--- src/logic/mapregs_defines.svh ---
// Constants for the mapping-buffer and Ethernet status register bank.
// Assumes a 32-bit classic Wishbone slave with byte addresses on ADR_I.
//
// Function
// One RW transmit enable bit per interface, reset all ones, drives its output.
// Receive buffer overflow flags in low bits, underflow from bit 16, clear on read.
// Transmit buffer overflow flags in low bits, underflow from bit 16, clear on read.
// Interfaces 16 and up report in the next status word, four bytes higher.
// Number of interfaces is a build parameter, at most 24.
// Ethernet words decoded 0x200 to 0x24C, 0x228 and 0x238-0x240 unused.
// Receive status bit 0: at least one full word ready to read.
// Receive status bit 6: an eight-word block is available.
// Receive status bit 5: end of packet stored and ready.
// Receive status bits 4:3 give valid bytes of last word, code plus one.
// Receive status bit 2: current receive packet aborted.
// Receive status bit 1: next ready word holds the final byte.
// Transmit status bit 2: can accept an eight-word block.
// Transmit status bit 1: current transmit packet aborted.
// Transmit status bit 0: can accept at least one word.
// Each mapping buffer is 16 deep; overflow and underflow judged against it.
// Fault flags stay set after an event until their register is read.
`ifndef MAPREGS_DEFINES_SVH
`define MAPREGS_DEFINES_SVH

// ****************************************************************
// Register offsets (byte addresses)
// ****************************************************************
`define OFS_MAP_TX_LANE_ENABLE 12'h160
`define OFS_MAP_RX_FAULT_LO 12'h180
`define OFS_MAP_RX_FAULT_HI 12'h184
`define OFS_MAP_TX_FAULT_LO 12'h1a0
`define OFS_MAP_TX_FAULT_HI 12'h1a4
`define OFS_ENET_RX_STATE 12'h200
`define OFS_ENET_TX_STATE 12'h204
`define OFS_ENET_SETUP_A 12'h208
`define OFS_ENET_SETUP_B 12'h20c
`define OFS_ENET_RX_CMD 12'h210
`define OFS_ENET_RX_WORD 12'h214
`define OFS_ENET_RX_WORD_STALL 12'h218
`define OFS_ENET_TX_CMD 12'h21c
`define OFS_ENET_TX_WORD 12'h220
`define OFS_ENET_TX_WORD_STALL 12'h224
`define OFS_ENET_GAP_A 12'h228
`define OFS_ENET_ADDR_UPPER 12'h22c
`define OFS_ENET_ADDR_LOWER 12'h230
`define OFS_ENET_GROUP_FILTER 12'h234
`define OFS_ENET_GAP_B_FIRST 12'h238
`define OFS_ENET_GAP_B_LAST 12'h240
`define OFS_ENET_FWD_SETUP 12'h244
`define OFS_ENET_RX_FRAMES 12'h248
`define OFS_ENET_TX_FRAMES 12'h24c
`define OFS_IRQ_STATUS 12'h280
`define OFS_IRQ_CLEAR 12'h284
`define OFS_IRQ_ENABLE 12'h288

// ****************************************************************
// Field positions and sizes
// ****************************************************************
`define MAP_IF_MAX 24
`define MAP_WORD_IFS 16
`define MAP_UDF_LSB 16
`define MAP_BUF_DEPTH 16
`define ENET_RX_STATE_W 7
`define ENET_TX_STATE_W 3
`define IRQ_W 5
`define IRQ_RX_FAULT 0
`define IRQ_TX_FAULT 1
`define IRQ_RX_END 2
`define IRQ_RX_ABORT 3
`define IRQ_TX_ABORT 4

// ****************************************************************
// Reset values
// ****************************************************************
`define RST_TX_LANE_ENABLE 24'hffffff
`define RST_FLAGS 24'h000000
`define RST_IRQ 5'h00
`define RST_READ_DATA 32'h00000000

`endif

--- src/logic/mapregs_pkg.sv ---
// Types shared by the register bank and its users.
// Assumes mapregs_defines.svh is on the include path.
`include "mapregs_defines.svh"
`default_nettype none

package mapregs_pkg;

    // Receive engine status, packed in register bit order 6..0
    typedef struct packed {
        logic ready_block;
        logic ready_end;
        logic [1:0] last_len;
        logic abort;
        logic eop;
        logic ready;
    } enet_rx_state_t;

    // Transmit engine status, packed in register bit order 2..0
    typedef struct packed {
        logic ready_block;
        logic abort;
        logic ready;
    } enet_tx_state_t;

    // One classic Wishbone request as seen by the slave
    typedef struct packed {
        logic cyc;
        logic stb;
        logic we;
        logic [3:0] sel;
        logic [11:0] adr;
        logic [31:0] dat;
    } wb_req_t;

endpackage

`default_nettype wire

--- src/logic/buf_fault_tracker.sv ---
// Occupancy tracker for one mapping buffer; flags overflow and underflow events.
// Assumes push and pop are single-cycle strobes from logic on the same clock.
`default_nettype none

module buf_fault_tracker #(
    parameter int DEPTH = 16
) (
    input wire logic clk, // System clock
    input wire logic rst_n, // Synchronised reset, active low
    input wire logic push, // Buffer write strobe
    input wire logic pop, // Buffer read strobe
    output logic ovf_evt, // Push refused, buffer full
    output logic udf_evt // Pop refused, buffer empty
);

    localparam int CW = $clog2(DEPTH + 1);
    localparam logic [CW-1:0] FULL = CW'(DEPTH);

    logic [CW-1:0] count_q;
    logic full;
    logic empty;

    assign full = (count_q == FULL);
    assign empty = (count_q == '0);

    // A simultaneous push and pop passes through, so neither fault applies
    assign ovf_evt = push && !pop && full;
    assign udf_evt = pop && !push && empty;

    always_ff @(posedge clk or negedge rst_n) begin
        if (!rst_n) begin
            count_q <= '0;
        end else if (push && !pop && !full) begin
            count_q <= count_q + CW'(1);
        end else if (pop && !push && !empty) begin
            count_q <= count_q - CW'(1);
        end
    end

endmodule

`default_nettype wire

--- src/logic/mapregs_top.sv ---
// Register bank: mapping buffer enables and fault flags, Ethernet status words,
// and an interrupt block, behind a classic Wishbone slave.
// Assumes buffer strobes and Ethernet status come from logic on SYS_CLK.
//
// Implementation choice: the Wishbone interface to the registers.
`include "mapregs_defines.svh"
`default_nettype none

module mapregs_top #(
    parameter int N_MAP = 7
) (
    input wire logic SYS_CLK, // 40 MHz system clock
    input wire logic RESETN, // Asynchronous reset, active low
    input wire logic CYC_I, // Wishbone cycle
    input wire logic STB_I, // Wishbone strobe
    input wire logic WE_I, // Wishbone write enable
    input wire logic [3:0] SEL_I, // Wishbone byte selects
    input wire logic [11:0] ADR_I, // Wishbone byte address
    input wire logic [31:0] DAT_I, // Wishbone write data
    output logic [31:0] DAT_O, // Wishbone read data
    output logic ACK_O, // Wishbone acknowledge
    output logic ERR_O, // Wishbone error, unmapped address
    output logic IRQ, // Level interrupt
    output logic [N_MAP-1:0] MAP_TX_EN, // Per-interface transmit enable
    input wire logic [N_MAP-1:0] MAP_RX_PUSH, // Receive buffer write strobes
    input wire logic [N_MAP-1:0] MAP_RX_POP, // Receive buffer read strobes
    input wire logic [N_MAP-1:0] MAP_TX_PUSH, // Transmit buffer write strobes
    input wire logic [N_MAP-1:0] MAP_TX_POP, // Transmit buffer read strobes
    input wire mapregs_pkg::enet_rx_state_t ENET_RX_STATE, // Receive engine status
    input wire mapregs_pkg::enet_tx_state_t ENET_TX_STATE // Transmit engine status
);

    // Interfaces beyond the maximum are not tracked; their enables are high in reset and low from the first clock after it
    localparam int NA = (N_MAP > `MAP_IF_MAX) ? `MAP_IF_MAX : N_MAP;
    localparam int MX = `MAP_IF_MAX;

    // ****************************************************************
    // Reset release
    // ****************************************************************
    logic rst_meta_q;
    logic rst_n_q;

    always_ff @(posedge SYS_CLK or negedge RESETN) begin
        if (!RESETN) begin
            rst_meta_q <= 1'b0;
            rst_n_q <= 1'b0;
        end else begin
            rst_meta_q <= 1'b1;
            rst_n_q <= rst_meta_q;
        end
    end

    // ****************************************************************
    // Bus request decode
    // ****************************************************************
    mapregs_pkg::wb_req_t req;
    logic ack_q;
    logic err_q;
    logic take;
    logic hit;
    logic rd_take;
    logic wr_take;
    logic [31:0] rdata;
    logic [31:0] wmask;

    assign req = '{cyc: CYC_I, stb: STB_I, we: WE_I, sel: SEL_I, adr: ADR_I, dat: DAT_I};
    // One request per handshake: nothing is taken while an answer stands
    assign take = req.cyc && req.stb && !ack_q && !err_q;
    assign rd_take = take && hit && !req.we;
    assign wr_take = take && hit && req.we;
    assign wmask = {{8{req.sel[3]}}, {8{req.sel[2]}}, {8{req.sel[1]}}, {8{req.sel[0]}}};

    // ****************************************************************
    // Buffer fault trackers
    // ****************************************************************
    logic [MX-1:0] rx_ovf_evt;
    logic [MX-1:0] rx_udf_evt;
    logic [MX-1:0] tx_ovf_evt;
    logic [MX-1:0] tx_udf_evt;

    genvar gi;
    generate
        for (gi = 0; gi < MX; gi = gi + 1) begin : g_if
            if (gi < NA) begin : g_on
                buf_fault_tracker #(
                    .DEPTH(`MAP_BUF_DEPTH)
                ) u_rx (
                    .clk(SYS_CLK),
                    .rst_n(rst_n_q),
                    .push(MAP_RX_PUSH[gi]),
                    .pop(MAP_RX_POP[gi]),
                    .ovf_evt(rx_ovf_evt[gi]),
                    .udf_evt(rx_udf_evt[gi])
                );
                buf_fault_tracker #(
                    .DEPTH(`MAP_BUF_DEPTH)
                ) u_tx (
                    .clk(SYS_CLK),
                    .rst_n(rst_n_q),
                    .push(MAP_TX_PUSH[gi]),
                    .pop(MAP_TX_POP[gi]),
                    .ovf_evt(tx_ovf_evt[gi]),
                    .udf_evt(tx_udf_evt[gi])
                );
            end else begin : g_off
                assign rx_ovf_evt[gi] = 1'b0;
                assign rx_udf_evt[gi] = 1'b0;
                assign tx_ovf_evt[gi] = 1'b0;
                assign tx_udf_evt[gi] = 1'b0;
            end
        end
    endgenerate

    // ****************************************************************
    // Sticky fault flags, cleared by a read of their word
    // ****************************************************************
    logic [MX-1:0] rx_ovf_q;
    logic [MX-1:0] rx_udf_q;
    logic [MX-1:0] tx_ovf_q;
    logic [MX-1:0] tx_udf_q;
    logic [MX-1:0] lo_part;
    logic [MX-1:0] hi_part;
    logic rd_rx_lo;
    logic rd_rx_hi;
    logic rd_tx_lo;
    logic rd_tx_hi;

    assign lo_part = {{(MX - `MAP_WORD_IFS){1'b0}}, {`MAP_WORD_IFS{1'b1}}};
    assign hi_part = ~lo_part;
    assign rd_rx_lo = rd_take && (req.adr == `OFS_MAP_RX_FAULT_LO);
    assign rd_rx_hi = rd_take && (req.adr == `OFS_MAP_RX_FAULT_HI);
    assign rd_tx_lo = rd_take && (req.adr == `OFS_MAP_TX_FAULT_LO);
    assign rd_tx_hi = rd_take && (req.adr == `OFS_MAP_TX_FAULT_HI);

    // An event in the cycle of the clearing read survives that read
    always_ff @(posedge SYS_CLK or negedge rst_n_q) begin
        if (!rst_n_q) begin
            rx_ovf_q <= `RST_FLAGS;
            rx_udf_q <= `RST_FLAGS;
        end else begin
            rx_ovf_q <= (rx_ovf_q & ~(({MX{rd_rx_lo}} & lo_part) | ({MX{rd_rx_hi}} & hi_part)))
                | rx_ovf_evt;
            rx_udf_q <= (rx_udf_q & ~(({MX{rd_rx_lo}} & lo_part) | ({MX{rd_rx_hi}} & hi_part)))
                | rx_udf_evt;
        end
    end

    always_ff @(posedge SYS_CLK or negedge rst_n_q) begin
        if (!rst_n_q) begin
            tx_ovf_q <= `RST_FLAGS;
            tx_udf_q <= `RST_FLAGS;
        end else begin
            tx_ovf_q <= (tx_ovf_q & ~(({MX{rd_tx_lo}} & lo_part) | ({MX{rd_tx_hi}} & hi_part)))
                | tx_ovf_evt;
            tx_udf_q <= (tx_udf_q & ~(({MX{rd_tx_lo}} & lo_part) | ({MX{rd_tx_hi}} & hi_part)))
                | tx_udf_evt;
        end
    end

    // ****************************************************************
    // Transmit lane enables
    // ****************************************************************
    logic [MX-1:0] lane_en_q;
    logic [MX-1:0] lane_valid;

    assign lane_valid = MX'((1 << NA) - 1);

    always_ff @(posedge SYS_CLK or negedge rst_n_q) begin
        if (!rst_n_q) begin
            lane_en_q <= `RST_TX_LANE_ENABLE & MX'((1 << NA) - 1);
        end else if (wr_take && (req.adr == `OFS_MAP_TX_LANE_ENABLE)) begin
            lane_en_q <= ((lane_en_q & ~wmask[MX-1:0]) | (req.dat[MX-1:0] & wmask[MX-1:0]))
                & lane_valid;
        end
    end

    // Enables leave through a flop that follows the register
    logic [N_MAP-1:0] map_tx_en_q;

    always_ff @(posedge SYS_CLK or negedge rst_n_q) begin
        if (!rst_n_q) begin
            map_tx_en_q <= '1;
        end else begin
            for (int i = 0; i < N_MAP; i = i + 1) begin
                map_tx_en_q[i] <= (i < MX) ? lane_en_q[i % MX] : 1'b0;
            end
        end
    end

    // ****************************************************************
    // Ethernet engine status
    // ****************************************************************
    mapregs_pkg::enet_rx_state_t enet_rx_q;
    mapregs_pkg::enet_tx_state_t enet_tx_q;

    // Status tracks the engines one cycle late; the flop also gives edge detection
    always_ff @(posedge SYS_CLK or negedge rst_n_q) begin
        if (!rst_n_q) begin
            enet_rx_q <= '0;
            enet_tx_q <= '0;
        end else begin
            enet_rx_q <= ENET_RX_STATE;
            enet_tx_q <= ENET_TX_STATE;
        end
    end

    // ****************************************************************
    // Interrupt status, clear and enable
    // ****************************************************************
    logic [`IRQ_W-1:0] irq_evt;
    logic [`IRQ_W-1:0] irq_stat_q;
    logic [`IRQ_W-1:0] irq_en_q;
    logic [`IRQ_W-1:0] irq_clr;
    logic irq_q;

    always_comb begin
        irq_evt = '0;
        irq_evt[`IRQ_RX_FAULT] = |(rx_ovf_evt | rx_udf_evt);
        irq_evt[`IRQ_TX_FAULT] = |(tx_ovf_evt | tx_udf_evt);
        irq_evt[`IRQ_RX_END] = ENET_RX_STATE.ready_end && !enet_rx_q.ready_end;
        irq_evt[`IRQ_RX_ABORT] = ENET_RX_STATE.abort && !enet_rx_q.abort;
        irq_evt[`IRQ_TX_ABORT] = ENET_TX_STATE.abort && !enet_tx_q.abort;
    end

    assign irq_clr = (wr_take && (req.adr == `OFS_IRQ_CLEAR) && req.sel[0]) ? req.dat[`IRQ_W-1:0] : '0;

    always_ff @(posedge SYS_CLK or negedge rst_n_q) begin
        if (!rst_n_q) begin
            irq_stat_q <= `RST_IRQ;
        end else begin
            irq_stat_q <= (irq_stat_q & ~irq_clr) | irq_evt;
        end
    end

    always_ff @(posedge SYS_CLK or negedge rst_n_q) begin
        if (!rst_n_q) begin
            irq_en_q <= `RST_IRQ;
        end else if (wr_take && (req.adr == `OFS_IRQ_ENABLE) && req.sel[0]) begin
            irq_en_q <= req.dat[`IRQ_W-1:0];
        end
    end

    always_ff @(posedge SYS_CLK or negedge rst_n_q) begin
        if (!rst_n_q) begin
            irq_q <= 1'b0;
        end else begin
            irq_q <= |(irq_stat_q & irq_en_q);
        end
    end

    // ****************************************************************
    // Read decode
    // ****************************************************************
    always_comb begin
        hit = 1'b1;
        rdata = `RST_READ_DATA;
        case (req.adr)
            `OFS_MAP_TX_LANE_ENABLE: begin
                rdata = {8'h00, lane_en_q};
            end
            `OFS_MAP_RX_FAULT_LO: begin
                rdata = {rx_udf_q[15:0], rx_ovf_q[15:0]};
            end
            `OFS_MAP_RX_FAULT_HI: begin
                rdata = {8'h00, rx_udf_q[23:16], 8'h00, rx_ovf_q[23:16]};
            end
            `OFS_MAP_TX_FAULT_LO: begin
                rdata = {tx_udf_q[15:0], tx_ovf_q[15:0]};
            end
            `OFS_MAP_TX_FAULT_HI: begin
                rdata = {8'h00, tx_udf_q[23:16], 8'h00, tx_ovf_q[23:16]};
            end
            `OFS_ENET_RX_STATE: begin
                rdata = {25'h0, enet_rx_q};
            end
            `OFS_ENET_TX_STATE: begin
                rdata = {29'h0, enet_tx_q};
            end
            `OFS_ENET_SETUP_A, `OFS_ENET_SETUP_B, `OFS_ENET_RX_CMD, `OFS_ENET_RX_WORD,
            `OFS_ENET_RX_WORD_STALL, `OFS_ENET_TX_CMD, `OFS_ENET_TX_WORD, `OFS_ENET_TX_WORD_STALL,
            `OFS_ENET_ADDR_UPPER, `OFS_ENET_ADDR_LOWER, `OFS_ENET_GROUP_FILTER, `OFS_ENET_FWD_SETUP,
            `OFS_ENET_RX_FRAMES, `OFS_ENET_TX_FRAMES: begin
                // Decoded so software sees an answer; contents live in the Ethernet engine
                rdata = `RST_READ_DATA;
            end
            `OFS_IRQ_STATUS: begin
                rdata = {27'h0, irq_stat_q};
            end
            `OFS_IRQ_CLEAR: begin
                rdata = `RST_READ_DATA;
            end
            `OFS_IRQ_ENABLE: begin
                rdata = {27'h0, irq_en_q};
            end
            default: begin
                // 0x228 and 0x238-0x240 fall here along with every other hole
                hit = 1'b0;
            end
        endcase
        if (req.adr[1:0] != 2'b00) begin
            hit = 1'b0;
        end
    end

    // ****************************************************************
    // Bus answer
    // ****************************************************************
    logic [31:0] dat_q;

    always_ff @(posedge SYS_CLK or negedge rst_n_q) begin
        if (!rst_n_q) begin
            ack_q <= 1'b0;
            err_q <= 1'b0;
        end else begin
            ack_q <= take && hit;
            err_q <= take && !hit;
        end
    end

    // Data is caught at the same edge that clears the flags, so the read shows them
    always_ff @(posedge SYS_CLK or negedge rst_n_q) begin
        if (!rst_n_q) begin
            dat_q <= `RST_READ_DATA;
        end else if (rd_take) begin
            dat_q <= rdata;
        end else begin
            dat_q <= `RST_READ_DATA;
        end
    end

    assign DAT_O = dat_q;
    assign ACK_O = ack_q;
    assign ERR_O = err_q;
    assign IRQ = irq_q;
    assign MAP_TX_EN = map_tx_en_q;

endmodule

`default_nettype wire

--- config.mk ---
export PLATFORM = sky130hd
export DESIGN_NAME = mapregs_top
export DESIGN_NICKNAME = d
export VERILOG_FILES = /design/src/logic/mapregs_pkg.sv /design/src/logic/buf_fault_tracker.sv /design/src/logic/mapregs_top.sv
export VERILOG_INCLUDE_DIRS = /design/src /design/src/logic
export SDC_FILE = /design/constraint.sdc
export NUM_CORES = 1
export LEC_CHECK = 0
export CORE_UTILIZATION = 55
export CTS_BUF_LIST = sky130_fd_sc_hd__clkbuf_8
export CTS_CLUSTER_DIAMETER = 80
export DETAILED_ROUTE_END_ITERATION = 8
export DONT_BUFFER_PORTS = 1
export PLACE_DENSITY_LB_ADDON = 0.05
export REMOVE_ABC_BUFFERS = 1
export SYNTH_ARGS = -nofsm -noshare
export SYNTH_HDL_FRONTEND = slang
export SYNTH_HIERARCHICAL = 1
export SYNTH_SLANG_ARGS = --single-unit
--- constraint.sdc ---
create_clock -name SYS_CLK -period 9.5 [get_ports SYS_CLK]
set_input_delay 0.95 -clock SYS_CLK [delete_from_list [all_inputs] [get_ports SYS_CLK]]
set_output_delay 0.95 -clock SYS_CLK [all_outputs]
set_load 0.05 [all_outputs]
==> impl_metrics.yaml <==
outcome:
  outcome: "complete, no violations"
clock_tree:
  cts_hold_buffers: 0
  clk_latency_ns: 0.52
  cts_tree: "built"
  htreeDepth: 2
  clockRootBuffer: "clkbuf_8"
  clk_path_buf_depth: 3
  cts_buffers: 41
  cts_resized: 0
  path_clk_slew_ns: 0.06
  cts_sinks: 237
  postCtsSetupBuffers: 0
floorplan:
  start_util_pct: 56.23
  dieArea_mm2: 0.02291
  die_x_um: 151.4
  core_area_mm2: 0.02182
  die_y_um: 151.4
  ios: 133
  row_count: 54
detailed_routing:
  wl_met3_um: 1659
  detail-route-antenna-nets: 0
  drt_iter0_markers: 498
  routed.top_layer: "met4"
  vias: 8594
  vias_per_cell: 5.960
  drc: 0
  wl_um: 26560
  drt-met1-wl_um: 12180
  met2_length_um: 12200
  drtPass1Iterations: 5
  wl_per_cell_um: 18.42
sta:
  max_freq_ghz: 0.2553
  worst_pin_slew_ns: 1.223
  hold_viol_final: 0
  fin_worst_skew_ns: 0.01337
  setup_ws_ns: 5.583
  post-route-min-period_ns: 3.917
  rsz0062_at_grt: "false"
  slew_viol_final: 0
  max-slew-margin-rel_pct: 17.73
  fin_crit_sh_pct: 41.23
  whs_ns: 0.1269
  setup_violations: 0
  tns_ns: 0
final_layout:
  finish.utilization_pct: 61.03
  layout-drive-gt1-share_pct: 13.44
  fin_area_mm2: 0.01332
  nFillCells: 1812
  nNetsFinal: 1280
  seq_area_mm2: 0.005952
  syn_to_final_growth_pct: 8.534
  multi_input_area_mm2: 0.006092
logic_synthesis:
  yosys_warnings: 6
  yosysSeqAreaShare_pct: 48.47
  synth_commonest_cells: "dfrtp_1, a21oi_1, nor2_1"
  syn_area_mm2: 0.01227
  netlist_top_cells_area: "dfrtp_1, ha_1, a21oi_1"
  synth_cells: 1118
  ys_ff_latch: 237
  synthArstFlopShare_pct: 100.0
  yosysMostFrequentCell: "dfrtp_1"
  ys.flop_type: "dfrtp_1"
  synth_cell_types: 59
  synth_top_cell_area_share_pct: 45.47
  avgSynthCellArea_um2: 10.98
  synth_edf_count: 0
  yosysTopAreaCell: "dfrtp_1"
grt:
  first_global_vias: 8474
  grt_max_degree: 78
  track_usage_pct: 24.44
  grt_antenna_before_repair: 1
  overflow: 0
  grt_pass1_wl_um: 43640
place:
  post-dp-hpwl_um: 18510
  pre_cts_slack_ns: 5.060
  place_area_mm2: 0.01251
  port_buffers: 0
  gp_congestion: 0.8699
power:
  power_leakage_nw: 5.895
  cellPowerDensity_mw_per_mm2: 246.1
  ir_worst_vdd_mv: 0.1394
setup_path:
  r2r-start: "ERR_O"
  worst_ep_arrival_time_ns: 4.31
  worst_ep_required_time_ns: 9.89
  crit_start: "ADR_I[9]"
  crit_path_max_fanout: 32
  end_kind: "flop"
  startpoint_type: "primary input"
  critical_path_class: "primary input to flop"
worst_hold_path:
  hold_class: "primary input to async pin"
job:
  max_cap_violations: 0
-- kinds of logic after synthesis --
logic type      Yosys count  share of synthesized area, %
fa+ha+maj                56                         6.566
xor+xnor                 28                         1.998
buf+inv                  54                         1.988
mux                      50                         5.648
compound gates          287                         15.64
simple gates            405                         19.66
other cells               1                       0.03056
flops                   237                         48.47
-- final timing paths --
kind                                end  slack (ns)  depth (start not counted)
max                        rx_ovf_q[11]        5.58                          4
min                             rst_n_q        0.13                          0
max reg2reg                rx_ovf_q[11]        6.80                          4
min reg2reg                     rst_n_q        0.35                          0
max in group asynchronous     DAT_O[23]        6.90                          2
min in group SYS_CLK            rst_n_q        0.35                          0
-- critical path, stage by stage --
cell and delay [ns]:
or4b_1 0.88, nor3_4 1.06, nand2_1 0.95, and2_1 0.46
-- flip-flops by register name (all words and copies together), names as in the netlist, named ones only --
signal                  count
ACK_O                       1
DAT_O                      32
ERR_O                       1
IRQ                         1
MAP_TX_EN                   7
enet_rx_q                   7
enet_tx_q                   3
g_if.g_on.u_rx/count_q     35
g_if.g_on.u_tx/count_q     35
irq_en_q                    5
irq_stat_q                  5
rst_meta_q                  1
rst_n_q                     1
rx_ovf_q                   24
rx_udf_q                   24
tx_ovf_q                   24
tx_udf_q                   24
-- cell usage in the layout, fill, tap and decap left out, types with 23 or more instances in the layout --
cell type	synthesis	routed
dfrtp_1	223	222
a21oi_1	101	101
nor2_1	77	77
nand2_1	65	65
nand2b_1	58	58
and2_1	52	52
clkbuf_8	0	52
a21o_1	44	44
ha_1	42	42
a22oi_1	41	41
nor3_1	38	38
nor2b_1	32	32
inv_1	20	31
xor2_1	28	28
a211oi_1	24	23
-- routing by layer --
metal  global-route usage, %  up-vias
li1                        -     4116
met1                   34.52     4195
met2                   37.24      236
met3                   5.361       47
met4                   8.200        0
met5                       0        -
-- per-stage QoR --
step / power, mW / instances
after CTS: 3.310 / 1441
after global placement: 2.365 / 1370
final: 3.277 / 1442
after detailed placement: 2.398 / 1370
after floorplan: 2.201 / 1084
after global routing: 3.522 / 1442
-- layout make-up --
type | count | area share, %
Sequential cell | 237 | 44.69
Inverter | 20 | 0.5636
Clock inverter | 19 | 0.6482
Multi-Input combinational cell | 827 | 45.74
Tap cell | 280 | 2.630
Clock buffer | 52 | 5.373
Antenna cell | 1 | 0.01879
Timing Repair Buffer | 6 | 0.3382
-- report_power, final --
| group | total (mW) | internal [mW] | switching [mW] |
|---|---|---|---|
| clock | 0.892 | 0.491 | 0.400 |
| sequential | 1.46 | 1.21 | 0.249 |
| combinational | 0.928 | 0.487 | 0.441 |
(Power assumes the default switching activity.)
